$ cat config.mk
export PLATFORM = sky130hd
export DESIGN_NAME = ccu_capture_compare_unit
export DESIGN_NICKNAME = d
export VERILOG_FILES = /design/src/rtl/ccu_capture_compare_unit.v
export VERILOG_INCLUDE_DIRS = /design/src /design/src/rtl
export SDC_FILE = /design/constraint.sdc
export NUM_CORES = 1
export LEC_CHECK = 0
export ABC_AREA = 0
export BUFFER_PORTS_ARGS = -buffer_cell sky130_fd_sc_hd__buf_2
export CORE_MARGIN = 4
export CORE_UTILIZATION = 40
export CTS_CLUSTER_DIAMETER = 80
export DETAILED_ROUTE_END_ITERATION = 16
export SYNTH_ARGS = -nofsm -noshare
export SYNTH_HDL_FRONTEND = slang
export SYNTH_SLANG_ARGS = --single-unit
export TNS_END_PERCENT = 50
$ cat constraint.sdc
create_clock -name clk -period 3.49 [get_ports clk]
set_clock_uncertainty 0.15 [all_clocks]
set_input_delay 0.698 -clock clk [delete_from_list [all_inputs] [get_ports clk]]
set_output_delay 0.698 -clock clk [all_outputs]
set_load 0.01 [all_outputs]
$ cat src/rtl/ccu_defines.vh
`ifndef CCU_DEFINES_VH
`define CCU_DEFINES_VH

// Register byte offsets on the bus.
`define CCU_OFS_MOD4_CTRL 8'h00
`define CCU_OFS_MOD4_LOW 8'h04
`define CCU_OFS_MOD4_HIGH 8'h08
`define CCU_OFS_MOD5_CTRL 8'h0C
`define CCU_OFS_MOD5_LOW 8'h10
`define CCU_OFS_MOD5_HIGH 8'h14
`define CCU_OFS_TBC_CTRL 8'h18
`define CCU_OFS_TBA_HIGH 8'h1C
`define CCU_OFS_SHARED_CFG 8'h20
`define CCU_OFS_FLAGS 8'h24
`define CCU_OFS_IRQ_EN 8'h28
`define CCU_MOD_STRIDE 8'h0C

// Field positions.
`define CCU_CTRL_MODE_HI 3
`define CCU_CTRL_USED_HI 5
`define CCU_TBC_ROUTE_HI_BIT 6
`define CCU_TBC_ROUTE_LO_BIT 3
`define CCU_CFG_ALT_SEL_BIT 4
`define CCU_OD_MOD4_BIT 3

// Reset values.
`define CCU_RST_CTRL 8'h00
`define CCU_RST_DATA 8'h00
`define CCU_RST_TBC 8'h00
`define CCU_RST_CFG 8'h00
`define CCU_RST_OD 8'h00

// Mode field encodings.
`define CCU_MODE_OFF 4'h0
`define CCU_MODE_CMP_TOGGLE 4'h2
`define CCU_MODE_CAP_FALL 4'h4
`define CCU_MODE_CAP_RISE 4'h5
`define CCU_MODE_CAP_RISE4 4'h6
`define CCU_MODE_CAP_RISE16 4'h7
`define CCU_MODE_CMP_SET 4'h8
`define CCU_MODE_CMP_CLR 4'h9
`define CCU_MODE_CMP_SOFT 4'hA
`define CCU_MODE_CMP_SPECIAL 4'hB

// Timer routing select values.
`define CCU_ROUTE_ALL_A 2'h0
`define CCU_ROUTE_ENH1 2'h1
`define CCU_ROUTE_ENH12 2'h2
`define CCU_ROUTE_ALL_C 2'h3

// Prescaler terminal counts.
`define CCU_PS4_LAST 2'h3
`define CCU_PS16_LAST 4'hF

`endif

$ cat src/rtl/ccu_capture_compare_unit.v
// The implementer's own choices: register access over Wishbone and the register offsets.
`timescale 1ns/10ps
`default_nettype none
`include "ccu_defines.vh"

module ccu_capture_compare_unit #(
   parameter NUM_MOD = 2,
   parameter TB_WIDTH = 16
) (
   // Clock, reset and clock enable.
   input wire clk,
   input wire sys_rst,
   input wire ce,
   // Classic Wishbone slave.
   input wire wb_cyc_i,
   input wire wb_stb_i,
   input wire wb_we_i,
   input wire [7:0] wb_adr_i,
   input wire [3:0] wb_sel_i,
   input wire [31:0] wb_dat_i,
   output reg [31:0] wb_dat_o,
   output reg wb_ack_o,
   // Timebase counts and timebase control outputs.
   input wire [TB_WIDTH-1:0] timebase_a_count,
   input wire [TB_WIDTH-1:0] timebase_c_count,
   output reg timebase_a_high_wr,
   output reg [7:0] timebase_a_high_wdata,
   output reg [NUM_MOD-1:0] special_event,
   output wire [NUM_MOD-1:0] module_uses_timebase_c,
   output wire [2:0] enhanced_uses_timebase_a,
   // Module pins, port latches and direction bits.
   input wire [NUM_MOD-1:0] pin_in,
   output wire [NUM_MOD-1:0] pin_out,
   output wire [NUM_MOD-1:0] pin_oe,
   input wire [NUM_MOD-1:0] pin_direction_bit,
   input wire [NUM_MOD-1:0] port_latch,
   // Event flags and their gated requests.
   output wire [NUM_MOD-1:0] module_event_flag,
   output wire [NUM_MOD-1:0] module_event_req
);

   ////////////////////////////////////////////////////////////////////////////
   // Bus decode and shared registers.

   reg [7:0] timebase_c_control_r;
   reg [7:0] shared_config_register_r;
   reg [7:0] open_drain_control_r;
   reg [NUM_MOD-1:0] module_event_irq_enable_r;
   reg [NUM_MOD-1:0] flag_r;
   reg [NUM_MOD-1:0] flag_nxt;
   reg [31:0] rdata_nxt;
   reg hit_nxt;
   wire [1:0] timer_routing_select;
   wire alternate_reg_select;
   wire wb_acc;
   wire wb_wr;
   wire [TB_WIDTH-1:0] tb_sel [0:NUM_MOD-1];
   wire [7:0] ctrl_rd [0:NUM_MOD-1];
   wire [7:0] low_rd [0:NUM_MOD-1];
   wire [7:0] high_rd [0:NUM_MOD-1];
   wire [NUM_MOD-1:0] event_set;
   wire [NUM_MOD-1:0] special_nxt;

   // Every register sits in its own 32-bit word and only the low byte carries data.
   // The acknowledge is registered, so each access is answered one cycle after it is
   // taken, and the request is masked while ack is high so that a strobe held over the
   // ack cycle is never taken twice.
   assign wb_acc = wb_cyc_i & wb_stb_i & ~wb_ack_o;
   assign wb_wr = wb_acc & wb_we_i & wb_sel_i[0];
   // The routing field is split over two control bits that are not adjacent.
   assign timer_routing_select = {timebase_c_control_r[`CCU_TBC_ROUTE_HI_BIT],
                                  timebase_c_control_r[`CCU_TBC_ROUTE_LO_BIT]};
   assign alternate_reg_select = shared_config_register_r[`CCU_CFG_ALT_SEL_BIT];

   // The enhanced modules live outside this block, but their timebase choice follows
   // from the same routing field, so it is exported for them here.
   // Enhanced routing.
   assign enhanced_uses_timebase_a[0] = (timer_routing_select != `CCU_ROUTE_ALL_C);
   assign enhanced_uses_timebase_a[1] = (timer_routing_select == `CCU_ROUTE_ALL_A) |
                                        (timer_routing_select == `CCU_ROUTE_ENH12);
   assign enhanced_uses_timebase_a[2] = (timer_routing_select == `CCU_ROUTE_ALL_A);

   // The request is the flag gated by its enable; the flag itself is set whatever the
   // enable, so software can always poll it.
   assign module_event_flag = flag_r;
   assign module_event_req = flag_r & module_event_irq_enable_r;

   // Read mux and unmapped decode.
   // Unmapped addresses are still acknowledged so that a stray access cannot hang the
   // bus, but they read zero and ignore writes.
   always @* begin
      rdata_nxt = 32'h0000_0000;
      hit_nxt = 1'b1;
      case (wb_adr_i)
         `CCU_OFS_MOD4_CTRL: rdata_nxt[7:0] = ctrl_rd[0];
         `CCU_OFS_MOD4_LOW: rdata_nxt[7:0] = low_rd[0];
         `CCU_OFS_MOD4_HIGH: rdata_nxt[7:0] = high_rd[0];
         `CCU_OFS_MOD5_CTRL: rdata_nxt[7:0] = ctrl_rd[1];
         `CCU_OFS_MOD5_LOW: rdata_nxt[7:0] = low_rd[1];
         `CCU_OFS_MOD5_HIGH: rdata_nxt[7:0] = high_rd[1];
         `CCU_OFS_TBC_CTRL: rdata_nxt[7:0] = timebase_c_control_r;
         `CCU_OFS_TBA_HIGH: rdata_nxt[7:0] = alternate_reg_select ?
                                             open_drain_control_r :
                                             timebase_a_count[15:8];
         `CCU_OFS_SHARED_CFG: rdata_nxt[7:0] = shared_config_register_r;
         `CCU_OFS_FLAGS: rdata_nxt[NUM_MOD-1:0] = flag_r;
         `CCU_OFS_IRQ_EN: rdata_nxt[NUM_MOD-1:0] = module_event_irq_enable_r;
         default: hit_nxt = 1'b0;
      endcase
      if (!hit_nxt) begin
         rdata_nxt = 32'h0000_0000;
      end
   end

   // Flags: a hardware set beats a simultaneous software clear.
   // Only software clears a flag, by writing a one to its bit. An event that lands in
   // the same cycle as the clear must not be lost, so the set is applied last.
   always @* begin
      flag_nxt = flag_r;
      if (wb_wr && wb_adr_i == `CCU_OFS_FLAGS) begin
         flag_nxt = flag_r & ~wb_dat_i[NUM_MOD-1:0];
      end
      flag_nxt = flag_nxt | event_set;
   end

   // The whole block holds still while ce is low, the acknowledge included, so a bus
   // master sees a longer wait rather than a lost access.
   always @(posedge clk) begin
      if (sys_rst) begin
         wb_ack_o <= 1'b0;
         wb_dat_o <= 32'h0000_0000;
         timebase_c_control_r <= `CCU_RST_TBC;
         shared_config_register_r <= `CCU_RST_CFG;
         open_drain_control_r <= `CCU_RST_OD;
         module_event_irq_enable_r <= {NUM_MOD{1'b0}};
         flag_r <= {NUM_MOD{1'b0}};
         timebase_a_high_wr <= 1'b0;
         timebase_a_high_wdata <= 8'h00;
         special_event <= {NUM_MOD{1'b0}};
      end else if (ce) begin
         wb_ack_o <= wb_acc;
         wb_dat_o <= wb_acc ? rdata_nxt : 32'h0000_0000;
         flag_r <= flag_nxt;
         special_event <= special_nxt;
         timebase_a_high_wr <= 1'b0;
         if (wb_wr) begin
            case (wb_adr_i)
               `CCU_OFS_TBC_CTRL: timebase_c_control_r <= wb_dat_i[7:0];
               `CCU_OFS_SHARED_CFG: shared_config_register_r <= wb_dat_i[7:0];
               `CCU_OFS_IRQ_EN: module_event_irq_enable_r <= wb_dat_i[NUM_MOD-1:0];
               // The first timebase lives outside this block; a write to its high
               // byte leaves as a one-cycle strobe with the byte, unless the alternate
               // select bit redirects the address to the open-drain register.
               // Alternate register reach.
               `CCU_OFS_TBA_HIGH: begin
                  if (alternate_reg_select) begin
                     open_drain_control_r <= wb_dat_i[7:0];
                  end else begin
                     timebase_a_high_wr <= 1'b1;
                     timebase_a_high_wdata <= wb_dat_i[7:0];
                  end
               end
               default: ;
            endcase
         end
      end
   end

   ////////////////////////////////////////////////////////////////////////////
   // Per-module capture and compare logic.

   // Each module owns a control register, a data pair, an edge prescaler and a compare
   // output latch. The pin level is sampled every cycle, whatever the mode, so that
   // entering capture mode never sees a stale level and raises a false edge.
   // Module four is index 0 and module five index 1 throughout this file.
   genvar g;
   generate
      for (g = 0; g < NUM_MOD; g = g + 1) begin : mod
         // Offsets are summed at full width and cut back to the bus address width.
         localparam [31:0] CTRL_SUM = `CCU_OFS_MOD4_CTRL + g * `CCU_MOD_STRIDE;
         localparam [31:0] LOW_SUM = `CCU_OFS_MOD4_LOW + g * `CCU_MOD_STRIDE;
         localparam [31:0] HIGH_SUM = `CCU_OFS_MOD4_HIGH + g * `CCU_MOD_STRIDE;
         localparam [7:0] CTRL_OFS = CTRL_SUM[7:0];
         localparam [7:0] LOW_OFS = LOW_SUM[7:0];
         localparam [7:0] HIGH_OFS = HIGH_SUM[7:0];
         reg [5:0] module_control_reg_r;
         reg [7:0] module_data_low_r;
         reg [7:0] module_data_high_r;
         reg [3:0] presc_r;
         reg level_r;
         reg match_r;
         reg cmp_latch_r;
         wire [3:0] mode;
         wire [TB_WIDTH-1:0] module_data_pair;
         wire is_capture;
         wire is_compare;
         wire is_pin_compare;
         wire level;
         wire rise;
         wire fall;
         wire cap_evt;
         wire match;
         wire match_evt;
         wire ctrl_wr;
         wire od;
         wire drive_val;

         assign mode = module_control_reg_r[`CCU_CTRL_MODE_HI:0];
         assign module_data_pair = {module_data_high_r, module_data_low_r};
         // Capture modes are 01xx; the compare modes that own the pin are 0010, 1000, 1001.
         assign is_capture = (mode[3:2] == 2'b01);
         assign is_pin_compare = (mode == `CCU_MODE_CMP_TOGGLE) ||
                                 (mode == `CCU_MODE_CMP_SET) ||
                                 (mode == `CCU_MODE_CMP_CLR);
         assign is_compare = is_pin_compare || (mode == `CCU_MODE_CMP_SOFT) ||
                             (mode == `CCU_MODE_CMP_SPECIAL);
         assign ctrl_wr = wb_wr && (wb_adr_i == CTRL_OFS);

         // Both standard modules stay on the first timebase only when routing is 00;
         // any other routing moves them to the third one together.
         // Capture/compare timebase.
         assign module_uses_timebase_c[g] = (timer_routing_select != `CCU_ROUTE_ALL_A);
         assign tb_sel[g] = module_uses_timebase_c[g] ? timebase_c_count :
                                                        timebase_a_count;

         // An open-drain pin never drives high: a one releases the driver and lets the
         // external pull-up set the level. The bit acts only in modes that own the pin.
         // Open-drain driver.
         assign od = open_drain_control_r[`CCU_OD_MOD4_BIT + g] & is_pin_compare;
         assign drive_val = is_pin_compare ? cmp_latch_r : port_latch[g];
         assign pin_out[g] = od ? 1'b0 : drive_val;
         assign pin_oe[g] = ~pin_direction_bit[g] & ~(od & drive_val);

         // When the pin is an output, capture watches the driven value, so a write to
         // the port latch can cause a capture. A released open-drain pin counts as high.
         // Output pin seen by capture.
         assign level = pin_oe[g] ? pin_out[g] : (od ? 1'b1 : pin_in[g]);
         assign rise = level & ~level_r;
         assign fall = ~level & level_r;

         // The prescaler counts every rising edge while in a capture mode. It is not
         // cleared when one capture mode replaces another, so the first capture after
         // such a switch may come early; software should turn the module off first.
         // Event choice.
         assign cap_evt = is_capture &&
            (((mode == `CCU_MODE_CAP_FALL) && fall) ||
             ((mode == `CCU_MODE_CAP_RISE) && rise) ||
             ((mode == `CCU_MODE_CAP_RISE4) && rise && presc_r[1:0] == `CCU_PS4_LAST) ||
             ((mode == `CCU_MODE_CAP_RISE16) && rise && presc_r == `CCU_PS16_LAST));

         // A match is acted on once, in the first cycle of equality. A timebase that
         // stops on the compare value would otherwise toggle the pin every cycle.
         // A control write re-arms the detector.
         // Continuous compare.
         assign match = is_compare && (module_data_pair == tb_sel[g]);
         assign match_evt = match & ~match_r;

         assign event_set[g] = cap_evt | match_evt;
         // The special event is only a pulse; resetting the timebase and starting a
         // conversion are left to the blocks that own them.
         // Special event pulse.
         assign special_nxt[g] = match_evt && (mode == `CCU_MODE_CMP_SPECIAL);

         // Bits 7:6 of the control register are not implemented and read zero.
         assign ctrl_rd[g] = {2'b00, module_control_reg_r};
         assign low_rd[g] = module_data_low_r;
         assign high_rd[g] = module_data_high_r;

         always @(posedge clk) begin
            if (sys_rst) begin
               module_control_reg_r <= 6'h00;
               module_data_low_r <= `CCU_RST_DATA;
               module_data_high_r <= `CCU_RST_DATA;
               presc_r <= 4'h0;
               level_r <= 1'b0;
               match_r <= 1'b0;
               cmp_latch_r <= 1'b0;
            end else if (ce) begin
               // Edges compare this level with the one of the cycle before, so a
               // capture lands on the same clock edge that first samples the pin change.
               level_r <= level;
               match_r <= match;
               if (wb_wr && wb_adr_i == LOW_OFS) begin
                  module_data_low_r <= wb_dat_i[7:0];
               end
               if (wb_wr && wb_adr_i == HIGH_OFS) begin
                  module_data_high_r <= wb_dat_i[7:0];
               end
               // A capture that meets a software write to a data byte wins, as the
               // newer count is the one software asked to see.
               // Capture copy.
               if (cap_evt) begin
                  module_data_low_r <= tb_sel[g][7:0];
                  module_data_high_r <= tb_sel[g][15:8];
               end
               if (!is_capture) begin
                  presc_r <= 4'h0;
               end else if (rise) begin
                  presc_r <= presc_r + 4'h1;
               end
               if (match_evt) begin
                  case (mode)
                     `CCU_MODE_CMP_TOGGLE: cmp_latch_r <= ~cmp_latch_r;
                     `CCU_MODE_CMP_SET: cmp_latch_r <= 1'b1;
                     `CCU_MODE_CMP_CLR: cmp_latch_r <= 1'b0;
                     default: ;
                  endcase
               end
               if (ctrl_wr) begin
                  module_control_reg_r <= wb_dat_i[`CCU_CTRL_USED_HI:0];
                  match_r <= 1'b0;
                  // Writing the set or clear compare mode loads the start level of the latch at once; toggle keeps it.
                  case (wb_dat_i[`CCU_CTRL_MODE_HI:0])
                     `CCU_MODE_CMP_SET: cmp_latch_r <= 1'b0;
                     `CCU_MODE_CMP_CLR: cmp_latch_r <= 1'b1;
                     `CCU_MODE_OFF: begin
                        cmp_latch_r <= 1'b0;
                        presc_r <= 4'h0;
                     end
                     default: ;
                  endcase
               end
            end
         end
      end
   endgenerate

endmodule
`default_nettype wire

* Word level (Yosys, flattened, before mapping)
Index checks and enable logic that the tools add are counted. W data, S select, Z words.
Storage, ports and cells: bits in registers 130, input port bits 88
Cells by class: $add $sub $neg 2, equality and inequality tests 40, muxes and demuxes 45, bitwise logic cells 37, reduce and logical (&&, ||, !) cells 60
Operators with widths (count):
- $mux W8 | 10
- $pmux W6 S9 | 1
- $eq A4 B4 Y1 const B | 12
- $eq A16 B16 Y1 | 2
- $eq A4 B3 Y1 const B | 8
- $eq A8 B5 Y1 const B | 4
- $mux W32 | 1
- $mux W4 | 8
- $logic_and A1 B1 Y1 | 25
- $eq A8 B6 Y1 const B | 3
- $pmux W2 S11 | 1
- $mux W1 | 18
- $and A1 B1 Y1 | 16
- $eq A8 B4 Y1 const B | 2
- $mux W16 | 1
- $logic_or A1 B1 Y1 | 14
- $not A1 Y1 | 14
- $reduce_and A2 Y1 | 6
- $reduce_or A11 Y1 | 1
- $reduce_bool A2 Y1 | 5
- $reduce_and A3 Y1 | 3
- $add A4 B1 Y4 const B | 2
- $eq A4 B2 Y1 const B | 2
- $eq A8 B3 Y1 const B | 1
- other kinds (15) | 24

* Longest topological paths before layout
Gate-level depths: netlist of the first run.
word-level depth 17, depth in mapped cells 10, depth with buffers taken out 8

* Worst setup path before layout of the first run
Ideal clock, no wire load.
kind input-to-reg, start point input port wb_adr_i[5], end point register mod[1].module_control_reg_r[0], library setup time 128 ps, arrival time 2447 ps, required time 3212 ps, slack 765 ps, stages 6, path through or4_1 nor4_2 and2_1 clkbuf_1 mux2i_1 nor2_1
Between the ends: cells in the longest elaborated chain, start to end 3
RTL lines:
- start, declared | line ccu_capture_compare_unit.v:18 | input wire [7:0] wb_adr_i,
- $eq A8 B4 Y1 | line ccu_capture_compare_unit.v:217 | assign ctrl_wr = wb_wr && (wb_adr_i == CTRL_OFS);
- $logic_and A1 B1 Y1 | line ccu_capture_compare_unit.v:217
- $reduce_and A2 Y1 (no line)
- end signal, assigned | line ccu_capture_compare_unit.v:310 | module_control_reg_r <= wb_dat_i[`CCU_CTRL_USED_HI:0];
- end, declared | line ccu_capture_compare_unit.v:186 | reg [5:0] module_control_reg_r;
Every way passes these cells. A chain may end at the register's enable or synchronous reset.

* Worst setup path in the final report of the first run
start point register timebase_c_control_r[6], end point register mod[1].cmp_latch_r
Between the ends: cells in the longest elaborated chain, start to end 8
RTL lines:
- start, declared | line ccu_capture_compare_unit.v:45 | reg [7:0] timebase_c_control_r;
- start signal, assigned | line ccu_capture_compare_unit.v:132 | timebase_c_control_r <= `CCU_RST_TBC;
- start signal, assigned | line ccu_capture_compare_unit.v:148 | `CCU_OFS_TBC_CTRL: timebase_c_control_r <= wb_dat_i[7:0];
- $reduce_bool A2 Y1 (no line) (*)
- $mux W16 (*) | line ccu_capture_compare_unit.v:223 | assign tb_sel[g] = module_uses_timebase_c[g] ? timebase_c_count :
- $eq A16 B16 Y1 (*) | line ccu_capture_compare_unit.v:255 | assign match = is_compare && (module_data_pair == tb_sel[g]);
- $logic_and A1 B1 Y1 (*) | line ccu_capture_compare_unit.v:255
- $and A1 B1 Y1 (*) | line ccu_capture_compare_unit.v:256 | assign match_evt = match & ~match_r;
- $mux W1 (*) | line ccu_capture_compare_unit.v:301 | if (match_evt) begin
- $pmux W1 S2 | line ccu_capture_compare_unit.v:313 | case (wb_dat_i[`CCU_CTRL_MODE_HI:0])
- $mux W1 (*) | line ccu_capture_compare_unit.v:309 | if (ctrl_wr) begin
- end signal, assigned | line ccu_capture_compare_unit.v:303 | `CCU_MODE_CMP_TOGGLE: cmp_latch_r <= ~cmp_latch_r;
- end, declared | line ccu_capture_compare_unit.v:192 | reg cmp_latch_r;
Mark *: on every way between the ends. The rest lies on a longest branch, timed or not.

==> results.md, run 1 <==
- Type of origin of the critical path: flop
- Switching power: 0.662 mW
- CTS Root Buffer Type: clkbuf_16
- Crit path required time: 3.58 ns
- Site Rows: 46
- Largest area contributor in the netlist: dfxtp_1
- Largest net degree at the start of global routing: 24
- Slew @ Worst Pin: 0.726 ns
- Mean routed wirelength per cell: 21.2 um
- NumNets Final: 957
- Remaining DRCs: 0
- Inserted Diodes: 0
- Post-synth ARST share: 0%
- Clk buf depth: 2
- PwrDens: 343 nW/um^2
- Tmin final: 3.21 ns
- Vias/cell: 5.76
- Kind of critical path: flop to flop
- Comb pwr share: 10.6%
- Cell area after synthesis: 6670 um^2
- Vias in the first global route: 5,854
- Core area: 16,100 um^2
- Placed inst area: 7360 um^2
- Crit-path max FO: 21
- Seq cells post-synth: 106
- Final setup margin: 0.280 ns
- Reg power frac: 46.1%
- Share of cells above drive strength 1: 20.3%
- Largest family of logic cells by synthesized area: compound AO/OA/AOI/OAI gates
- Initial antenna violation count: 0
- Number of setup buffers added after CTS: 0
- Seq/Total Area, Yosys: 31.8%
- CTS tree: built
- Yosys top cell area share: 31.8%
- Routability Congestion: 0.980
- Initial Utilization: 41.4%
- Cells after Synth: 773
- WP data arrival: 3.30 ns
- Detailed Route Iter0 Violations: 795
- Congestion Overflow GR: 0
- DP HPWL: 17,300 um
- First-pass GRT wire length: 35,300 um
- Commonest non-fill, non-tap cell in the layout: dfxtp_1
- Final instance area: 7690 um^2
- Area Overhead vs Synth: 15.4%
- Tightest Hold Check Type: flop to flop
- Placed cells: 1,072
- Post-Route Hold Slack: 0.309 ns
- Htree depth: 3
- Post-route clock period utilization: 92.0%
- Clock sinks: 106
- Simple-gate share of the synthesized area: 20.3%
- Die width: 137 um
- Post-synthesis compound-gate area fraction: 22.6%
- Switching share of power: 25.1%
- Register Area: 2120 um^2
- Post-synthesis mux area share: 13.5%
- Synth cell types: 81
- Crit path top cell by count: or4_4
- Maxcap violations: 0
- GRT Util Overall: 24.9%
- Setup TNS: 0 ns
- Finished Layout Cells: 1,088
- Final WL: 23,100 um
- Clk Latency, worst-skew pair: 0.36 ns
- Fmax: 0.312 GHz
- Die Y: 137 um
- Final-report hold violation count: 0
- Die Area: 18,800 um^2
- Max-slew headroom: 50.6%
- Status: complete, no violations
- Syn Area/Cell: 8.62 um^2
- Dominant cells by area after synthesis: dfxtp_1 32%, mux2i_1 11%, nor2_1 5.4%
- Adder-Cell Fraction of Synth Area: 0.375%
- Max stage delay on crit path: 0.56 ns
- DR pass1 iterations: 5
- Yosys warning total: 0
- Area of the multi-input gates: 4110 um^2
- PostCTS Resize Cnt: 0
- Pint: 1.98 mW
- Number of synthesized flops with an enable pin: 0
- Most frequent cells in the layout: 106 x dfxtp_1, 96 x nor2_1, 93 x buf_2
- Critical-path top delay cell: or4_4
- Num ports: 145
- Final number of setup-violating endpoints: 0
- Post-Synth XOR/XNOR Area: 3.42%
- VDD IR max: 0.286 mV
- Setup slack at placement: 0.343 ns
- Crit path cell chain: or2_4, clkinv_2, a21boi_1, o2111ai_1, or4_4, or4_4, a22oi_2, o31ai_2
- Post-route ant nets: 0
- Cts bufs inserted: 9
- Critical path endpoint category: flop
- RSZ-0062 raised after global routing: no
- Via count: 6,262
- Clock share of power: 43.3%
- Pleak: 2.88 nW
- IO Port Bufs: 93
- Top FF cell, synth: dfxtp_1
- Fillers: 1,631
- Hold buffers post-CTS: 0
- Final Slew Violations: 0
- Clock slew at reported path FFs: 0.07 ns
==> state kept, by name (all words and copies together) (netlist names) <==
signal and cells:
mod.cmp_latch_r 2, mod.level_r 2, mod.match_r 2, mod.module_control_reg_r 12, mod.module_data_high_r 16, mod.module_data_low_r 16, mod.presc_r 8, module_event_flag 2
module_event_irq_enable_r 2, open_drain_control_r 8, shared_config_register_r 8, special_event 2, timebase_a_high_wdata 8, timebase_a_high_wr 1, timebase_c_control_r 8, wb_ack_o 1
wb_dat_o 8
==> Yosys cell counts, types with 11 or more instances <==
| master | count |
|---|---|
| nand3_1 | 18 |
| a22o_1 | 14 |
| dfxtp_1 | 106 |
| nand2b_1 | 22 |
| nand2_1 | 45 |
| mux2i_1 | 75 |
| a22oi_1 | 12 |
| o21ai_0 | 16 |
| nor2_1 | 96 |
| clkbuf_1 | 27 |
| inv_1 | 36 |
| xor2_1 | 11 |
| o2bb2ai_1 | 20 |
| buf_4 | 25 |
| a21oi_1 | 33 |
| xnor2_1 | 15 |
==> cell families after synthesis <==
logic type,Yosys count
flops,106
other cells,1
fa+ha+maj,2
compound gates,187
xor+xnor,26
buf+inv,104
mux,87
simple gates,260
==> cell type report <==
type / count / area share [%]
Clock inverter: 4 / 0.960
Inverter: 37 / 1.82
Sequential cell: 106 / 27.6
Multi-Input combinational cell: 586 / 53.4
Clock buffer: 12 / 3.33
Timing Repair Buffer: 127 / 9.37
Tap cell: 216 / 3.51
==> metrics by stage <==
| stage | util, % | total power [mW] |
|---|---|---|
| final | 47.7 | 2.64 |
| after global routing | 47.7 | 2.73 |
| after CTS | 47.7 | 2.66 |
| after detailed placement | 45.7 | 1.52 |
| after global placement | 45.7 | 1.52 |
| after floorplan | - | 1.41 |
==> worst max-delay path: cells and delay by family (launching register included) <==
kind | cells | cell delay, ns
flops | 1 | 0.49
buf+inv | 1 | 0.29
compound gates | 4 | 0.64
simple gates | 3 | 1.51
==> path summary, 6_finish.rpt <==
| path | start | to | slack [ns] | depth (start not counted) |
|---|---|---|---|---|
| worst max-delay path | timebase_c_control_r[6]$_SDFFE_PP0P_ | mod[1].cmp_latch_r$_SDFFE_PP0P_ | 0.28 | 8 |
| worst min-delay path | special_event[1]$_SDFFE_PP0P_ | special_event[1]$_SDFFE_PP0P_ | 0.31 | 2 |
| worst max register to register | timebase_c_control_r[6]$_SDFFE_PP0P_ | mod[1].cmp_latch_r$_SDFFE_PP0P_ | 0.28 | 8 |
| worst min register to register | special_event[1]$_SDFFE_PP0P_ | special_event[1]$_SDFFE_PP0P_ | 0.31 | 2 |
==> metal layers <==
metal | global-route usage, % | share of wire [%] | up-vias
met3 | 5.63 | 9.6 | 43
li1 | - | - | 2968
met2 | 37.2 | 43 | 315
met5 | 0 | 0 | -
met1 | 36.0 | 45 | 2936
met4 | 6.71 | 2.6 | 0
==> power groups by stage <==
stage	Clock [mW]	Combinational, mW	Sequential, mW
2_1_floorplan	0	0.166	1.24
3_5_place_dp	0	0.272	1.25
5_1_grt	1.21	0.301	1.22
6_report	1.14	0.279	1.22
4_1_cts	1.17	0.273	1.22
3_3_place_gp	0	0.272	1.25
Power figures use the tool's default switching activity.
==> inputs of run 2 (changes only) <==
- clock period: 3.49 -> 2.67 ns (I/O delays scaled with it)
==> run 2 against run 1 <==
Effect of this change: the flow now finishes with violations (setup timing); register-to-register slack lost 0.31 ns; global-route usage grew 0.35 points; largest power group unchanged; sequential power grew 30%.
==> results.md, run 2 (same netlist as run 1, synthesis figures left out) <==
- Hold buffers post-CTS: 0 (unchanged)
- Crit-path max FO: 6 (-71%)
- Met2 Use GR: 37.7% (+0.52 points)
- Status: finished with violations
- Tmin final: 2.70 ns (-0.511 ns)
- Largest registers: mod.module_data_high_r: 16 flops, mod.module_data_low_r: 16 flops, mod.module_control_reg_r: 12 flops
- Pleak: 3.48 nW (+21%)
- First-pass GRT wire length: 35,500 um (+0.39%)
- Placed inst area: 8130 um^2 (+10%)
- Clock slew at reported path FFs: 0.08 ns (about the same)
- Crit path cell chain: or2_4, buf_12, mux2i_2, o221ai_1, or4_4, buf_6, nor4_4, buf_4, a22oi_2, o31ai_2
- Placed cells: 1,154 (+7.6%)
- Post-route ant nets: 0 (unchanged)
- Core area: 16,100 um^2 (unchanged)
- Slew @ Worst Pin: 0.625 ns (-0.101 ns)
- Max stage delay on crit path: 0.45 ns (-0.11 ns)
- Worst Hold Launch: wb_dat_o[1]$_SDFFE_PP0P_
- Share of cells above drive strength 1: 31.8% (+11 points)
- Crit path required time: 2.80 ns (-0.78 ns)
- Failing checks: setup timing
- Initial antenna violation count: 0 (unchanged)
- Critical path endpoint category: flop
- Finished Layout Cells: 1,182 (+8.6%)
- Reg2Reg Launch Point: timebase_c_control_r[3]$_SDFFE_PP0P_
- Die Y: 137 um (unchanged)
- Inserted Diodes: 0 (unchanged)
- NumNets Final: 1,051 (+9.8%)
- Site Rows: 46 (unchanged)
- Num ports: 145 (unchanged)
- Maxcap violations: 0 (unchanged)
- Final-report hold violation count: 0 (unchanged)
- Final setup margin: -0.0286 ns (-0.309 ns)
- Congestion Overflow GR: 0 (unchanged)
- DP HPWL: 18,600 um (+7.5%)
- RSZ-0062 raised after global routing: yes
- Met3 Usage GRT: 5.22% (-0.40 points)
- Mean routed wirelength per cell: 20.8 um (-2.2%)
- Die width: 137 um (unchanged)
- PwrDens: 390 nW/um^2 (+13%)
- Hold path cells: 2 (unchanged)
- Most frequent cells in the layout: 107 x buf_4, 97 x dfxtp_1, 96 x nor2_1
- Fillers: 1,526 (-6.4%)
- Via count: 6,728 (+7.4%)
- Vias/cell: 5.69 (-1.1%)
- Clk buf depth: 2 (unchanged)
- Register Area: 2140 um^2 (+0.65%)
- Max-slew headroom: 57.9% (+7.3 points)
- GR peak layer: met2
- RR Endpoint: mod[1].cmp_latch_r$_SDFFE_PP0P_
- DR pass1 iterations: 5 (unchanged)
- IO Port Bufs: 93 (unchanged)
- Cts bufs inserted: 9 (unchanged)
- Type of origin of the critical path: flop
- Critical-path top delay cell: or4_4
- Vias in the first global route: 5,946 (+1.6%)
- Final number of setup-violating endpoints: 3 (+3)
- Hold Path End: wb_dat_o[1]$_SDFFE_PP0P_
- Routability Congestion: 0.992 (+1.2%)
- Die Area: 18,800 um^2 (unchanged)
- Final WL: 24,600 um (+6.2%)
- CTS Root Buffer Type: clkbuf_16
- Area of the multi-input gates: 4330 um^2 (+5.3%)
- VDD IR max: 0.339 mV (+18%)
- Htree depth: 3 (unchanged)
- Met1 usage: 36.3% (+0.31 points)
- GRT Util Overall: 25.2% (+0.35 points)
- Fmax: 0.371 GHz (+19%)
- Post-route clock period utilization: 101% (+9.1 points)
- Area Overhead vs Synth: 32.6%
- Worst R2R Path Depth: 10 (+2)
- Final Slew Violations: 0 (unchanged)
- Detailed Route Iter0 Violations: 665 (-16%)
- WP data arrival: 2.83 ns (-0.47 ns)
- Initial Utilization: 41.4% (unchanged)
- Clock sinks: 106 (unchanged)
- Kind of critical path: flop to flop
- Remaining DRCs: 0 (unchanged)
- CTS tree: built
- Tightest Hold Check Type: flop to flop
- Commonest non-fill, non-tap cell in the layout: buf_4
- Largest net degree at the start of global routing: 50 (+110%)
- Reg2Reg Setup Slack: -0.03 ns (-0.31 ns)
- Clk Latency, worst-skew pair: 0.37 ns (about the same)
- Final instance area: 8840 um^2 (+15%)
==> run 2: cell count changes in the layout (fill, tap and decap cells not counted), sizes merged <==
cell / delta
buf: +93
bufinv: -1
clkbuf: -2
clkinv: -1
clkinvlp: +1
inv: +4
==> run 2: layout make-up <==
class	instances	share of cell area, %
clock inverter	7	0.949
inverter	37	1.63
clock buffer	9	2.55
sequential	106	24.2
tap	216	3.06
multi-input combinational	586	48.9
timing repair buffer	221	18.7
==> run 2: critical path: cells and delay by family, from the launching register on <==
family	cells	cell delay, ns
and+or+nand+nor	3	0.95
buffers and inverters	3	0.48
AOI/OAI and AO/OA	3	0.41
DFF	1	0.36
muxes	1	0.27
==> run 2: per-layer routing <==
layer  wire, um  share of wire [%]
met3       2140                8.7
met5          0                  0
met2      10700                 44
met1      11000                 45
met4        682                2.8
==> run 2: worst max path at each step <==
stage	endpoint	depth (start not counted)	slack (ns)	start
floorplan	mod[1].cmp_latch_r$_SDFFE_PP0P_	8	0.08	timebase_c_control_r[3]$_SDFFE_PP0P_
global placement	mod[0].cmp_latch_r$_SDFFE_PP0P_	9	-0.18	timebase_a_count[9]
detailed placement	mod[0].cmp_latch_r$_SDFFE_PP0P_	9	-0.23	timebase_a_count[9]
CTS	mod[1].cmp_latch_r$_SDFFE_PP0P_	12	-0.01	timebase_c_control_r[3]$_SDFFE_PP0P_
global route	mod[1].cmp_latch_r$_SDFFE_PP0P_	11	-0.12	timebase_c_control_r[3]$_SDFFE_PP0P_
finish	mod[1].cmp_latch_r$_SDFFE_PP0P_	10	-0.03	timebase_c_control_r[3]$_SDFFE_PP0P_
==> run 2: through the flow <==
step	utilization [%]	total power [mW]	hold WS, ns	TNS [ns]	setup WS, ns
after floorplan	-	1.84	0.295	0	0.0764
after global placement	50.4	2.03	0.295	-0.953	-0.182
after detailed placement	50.4	2.03	0.303	-1.28	-0.230
after CTS	53.2	3.45	0.314	-0.0261	-0.0132
after global routing	54.8	3.55	0.333	-0.522	-0.121
final	54.8	3.44	0.312	-0.0498	-0.0286
==> run 2: power by group <==
| part | switching [mW] | internal [mW] | leakage (nW) |
|---|---|---|---|
| sequential | 0.00641 | 1.58 | 0.859 |
| combinational | 0.257 | 0.170 | 2.47 |
| clock | 0.679 | 0.747 | 0.149 |
| total | 0.943 | 2.50 | 3.48 |
==> run 2: timing repair <==
| item | 4_1_cts | 5_1_grt |
|---|---|---|
| resized for setup | 18 | 40 |
| cloned | 1 | 1 |
| pin swaps | 10 | 20 |
| setup buffers | 3 | 7 |
| setup endpoints to repair | 7 | 39 |
==> inputs of run 3 (changes only) <==
- SLEW_MARGIN: unset -> 20
- clock period: 2.67 -> 2.4 ns (I/O delays scaled with it)
==> run 3 against run 2 <==
Effect of this change: the flow still finishes with violations (setup timing); wire length grew 3.3%; final area grew 7.2%; fmax up 2.9%; critical path depth unchanged; setup slack got worse by 0.20 ns; die area stayed put; sequential power is 11% higher; global-route usage is 1.4 points higher; sequential cell count unchanged; critical endpoint is now special_event[0]$_SDFFE_PP0P_; largest cell class unchanged; highest routed layer unchanged.
==> results.md, run 3 (same netlist as run 1, synthesis figures left out) <==
- Routability Congestion: 0.985 (-0.66%)
- Final WL: 25,400 um (+3.3%)
- Die Y: 137 um (unchanged)
- Cts bufs inserted: 9 (unchanged)
- DR pass1 iterations: 8 (+3)
- Core area: 16,100 um^2 (unchanged)
- First-pass GRT wire length: 37,500 um (+5.9%)
- PwrDens: 395 nW/um^2 (+1.3%)
- CTS Root Buffer Type: clkbuf_16
- Vias/cell: 5.58 (-2.0%)
- Placed cells: 1,222 (+5.9%)
- Die Area: 18,800 um^2 (unchanged)
- Critical path endpoint category: flop
- Slew @ Worst Pin: 0.672 ns (+0.0468 ns)
- Initial Utilization: 41.4% (unchanged)
- Reg power frac: 47.2% (+1.0 points)
- Crit path required time: 2.55 ns (-0.25 ns)
- Num ports: 145 (unchanged)
- Initial antenna violation count: 0 (unchanged)
- CTS tree: built
- Mean routed wirelength per cell: 20.3 um (-2.5%)
- Hold buffers post-CTS: 0 (unchanged)
- Die width: 137 um (unchanged)
- Final number of setup-violating endpoints: 42 (+39)
- Clk Latency, worst-skew pair: 0.37 ns (about the same)
- GRT Util Overall: 26.6% (+1.4 points)
- DP HPWL: 19,700 um (+5.4%)
- Remaining DRCs: 0 (unchanged)
- Pint: 2.69 mW (+7.8%)
- Pleak: 3.83 nW (+10%)
- Final-report hold violation count: 0 (unchanged)
- Via count: 6,981 (+3.8%)
- Congestion Overflow GR: 0 (unchanged)
- Status: finished with violations
- Failing checks: setup timing
- Final Slew Violations: 0 (unchanged)
- Crit-path leading delay family: simple AND/OR/NAND/NOR gates
- Crit path buf inv count: 3 (unchanged)
- Most frequent cells in the layout: 177 x buf_4, 97 x dfxtp_1, 95 x nor2_1
- NumNets Final: 1,121 (+6.7%)
- Vias in the first global route: 6,517 (+9.6%)
- Clock slew at reported path FFs: 0.07 ns (about the same)
- Setup TNS: -3.99 ns (-3.94 ns)
- VDD IR max: 0.350 mV (+3.5%)
- Tmin final: 2.62 ns (-0.0749 ns)
- Inserted Diodes: 0 (unchanged)
- IO Port Bufs: 93 (unchanged)
- Htree depth: 3 (unchanged)
- Type of origin of the critical path: flop
- Commonest non-fill, non-tap cell in the layout: buf_4
- Largest net degree at the start of global routing: 26 (-48%)
- Max-slew headroom: 55.2% (-2.7 points)
- Fmax: 0.381 GHz (+2.9%)
- Post-route clock period utilization: 109% (+8.3 points)
- Clock sinks: 106 (unchanged)
- Switching power: 1.05 mW (+11%)
- Tightest Hold Check Type: flop to flop
- Share of cells above drive strength 1: 38.1% (+6.3 points)
- Clock share of power: 38.9% (-2.5 points)
- RSZ-0062 raised after global routing: yes
- Max stage delay on crit path: 0.39 ns (-0.06 ns)
- Site Rows: 46 (unchanged)
- Post-route ant nets: 0 (unchanged)
- Comb pwr share: 13.9% (+1.5 points)
- Finished Layout Cells: 1,252 (+5.9%)
- Switching share of power: 28.0% (+0.58 points)
- Maxcap violations: 0 (unchanged)
- Kind of critical path: flop to flop
- Crit path cell chain: or2_4, buf_12, buf_8, buf_6, a221oi_4, and3_4, a31oi_2, or3_1, or3_1, a21oi_2
- Fillers: 1,475 (-3.3%)
- Crit path top cell by count: or3_1
- Largest registers: mod.module_data_high_r: 16 flops, mod.module_data_low_r: 16 flops, mod.module_control_reg_r: 12 flops
- Crit-path max FO: 8 (+2)
- Final setup margin: -0.224 ns (-0.195 ns)
- Clk buf depth: 2 (unchanged)
- Area Overhead vs Synth: 42.1%
- WP data arrival: 2.78 ns (-0.05 ns)
- Critical-path top delay cell: or3_1
- Detailed Route Iter0 Violations: 656 (-1.4%)
## run 3: changes by cell type in the layout (fill, tap and decap cells not counted), sizes merged
cell	previous run	this run
buf	220	291
bufinv	1	0
clkbuf	10	9
inv	40	38
clkinv	2	4
clkinvlp	1	2
## run 3: power groups by stage
stage	sequential, mW	clock, mW	combinational, mW
6_report	1.76	1.46	0.520
5_1_grt	1.77	1.54	0.554
4_1_cts	1.77	1.48	0.497
3_5_place_dp	1.81	0	0.472
3_3_place_gp	1.81	0	0.470
2_1_floorplan	1.81	0	0.243
## run 3: path summary, 6_finish.rpt
kind,cells past startpoint,endpoint,slack (ns),from
hold / removal,2,wb_dat_o[1]$_SDFFE_PP0P_,0.31,wb_dat_o[1]$_SDFFE_PP0P_
setup / recovery,10,special_event[0]$_SDFFE_PP0P_,-0.22,timebase_c_control_r[6]$_SDFFE_PP0P_
setup reg to reg,10,special_event[0]$_SDFFE_PP0P_,-0.22,timebase_c_control_r[6]$_SDFFE_PP0P_
hold reg to reg,2,wb_dat_o[1]$_SDFFE_PP0P_,0.31,wb_dat_o[1]$_SDFFE_PP0P_
## run 3: cell type report
type | count | area, um^2 | area share (%)
multi-input combinational | 586 | 4530 | 47.8
sequential | 106 | 2140 | 22.6
timing repair buffer | 291 | 2110 | 22.3
tap | 216 | 270 | 2.85
clock buffer | 9 | 225 | 2.38
inverter | 37 | 144 | 1.52
clock inverter | 7 | 53.8 | 0.568
## run 3: layer usage
metal / up-vias / track usage, % / share of wire (%)
met1: 3310 / 34.3 / 41
li1: 3306 / - / -
met3: 66 / 5.66 / 7.3
met4: 0 / 12.1 / 4.7
met5: - / 0 / 0
met2: 299 / 42.7 / 47
## run 3: metrics by stage
stage / total power, mW / hold WS [ns] / util (%) / setup WS [ns] / cell area, um^2
2_1_floorplan: 2.05 / 0.295 / - / -0.0648 / 6820
5_1_grt: 3.86 / 0.334 / 58.8 / -0.307 / 9470
3_5_place_dp: 2.28 / 0.304 / 53.6 / -0.416 / 8640
6_report: 3.74 / 0.310 / 58.8 / -0.224 / 9470
4_1_cts: 3.74 / 0.314 / 57.6 / -0.197 / 9280
3_3_place_gp: 2.28 / 0.296 / 53.6 / -0.368 / 8640
## run 3: timing repair
item	CTS	global route
setup endpoints to repair	42	44
gates resized for setup	61	27
endpoints found under the hold margin	0	0
buffers inserted	10	4
pin swaps	22	26
## run 3: worst min-delay path: cells and delay by family, from the launching register on
family           cells  cell delay, ns
flip-flops           1            0.31
AO/OA/AOI/OAI        1            0.05
AND/OR/NAND/NOR      1            0.06
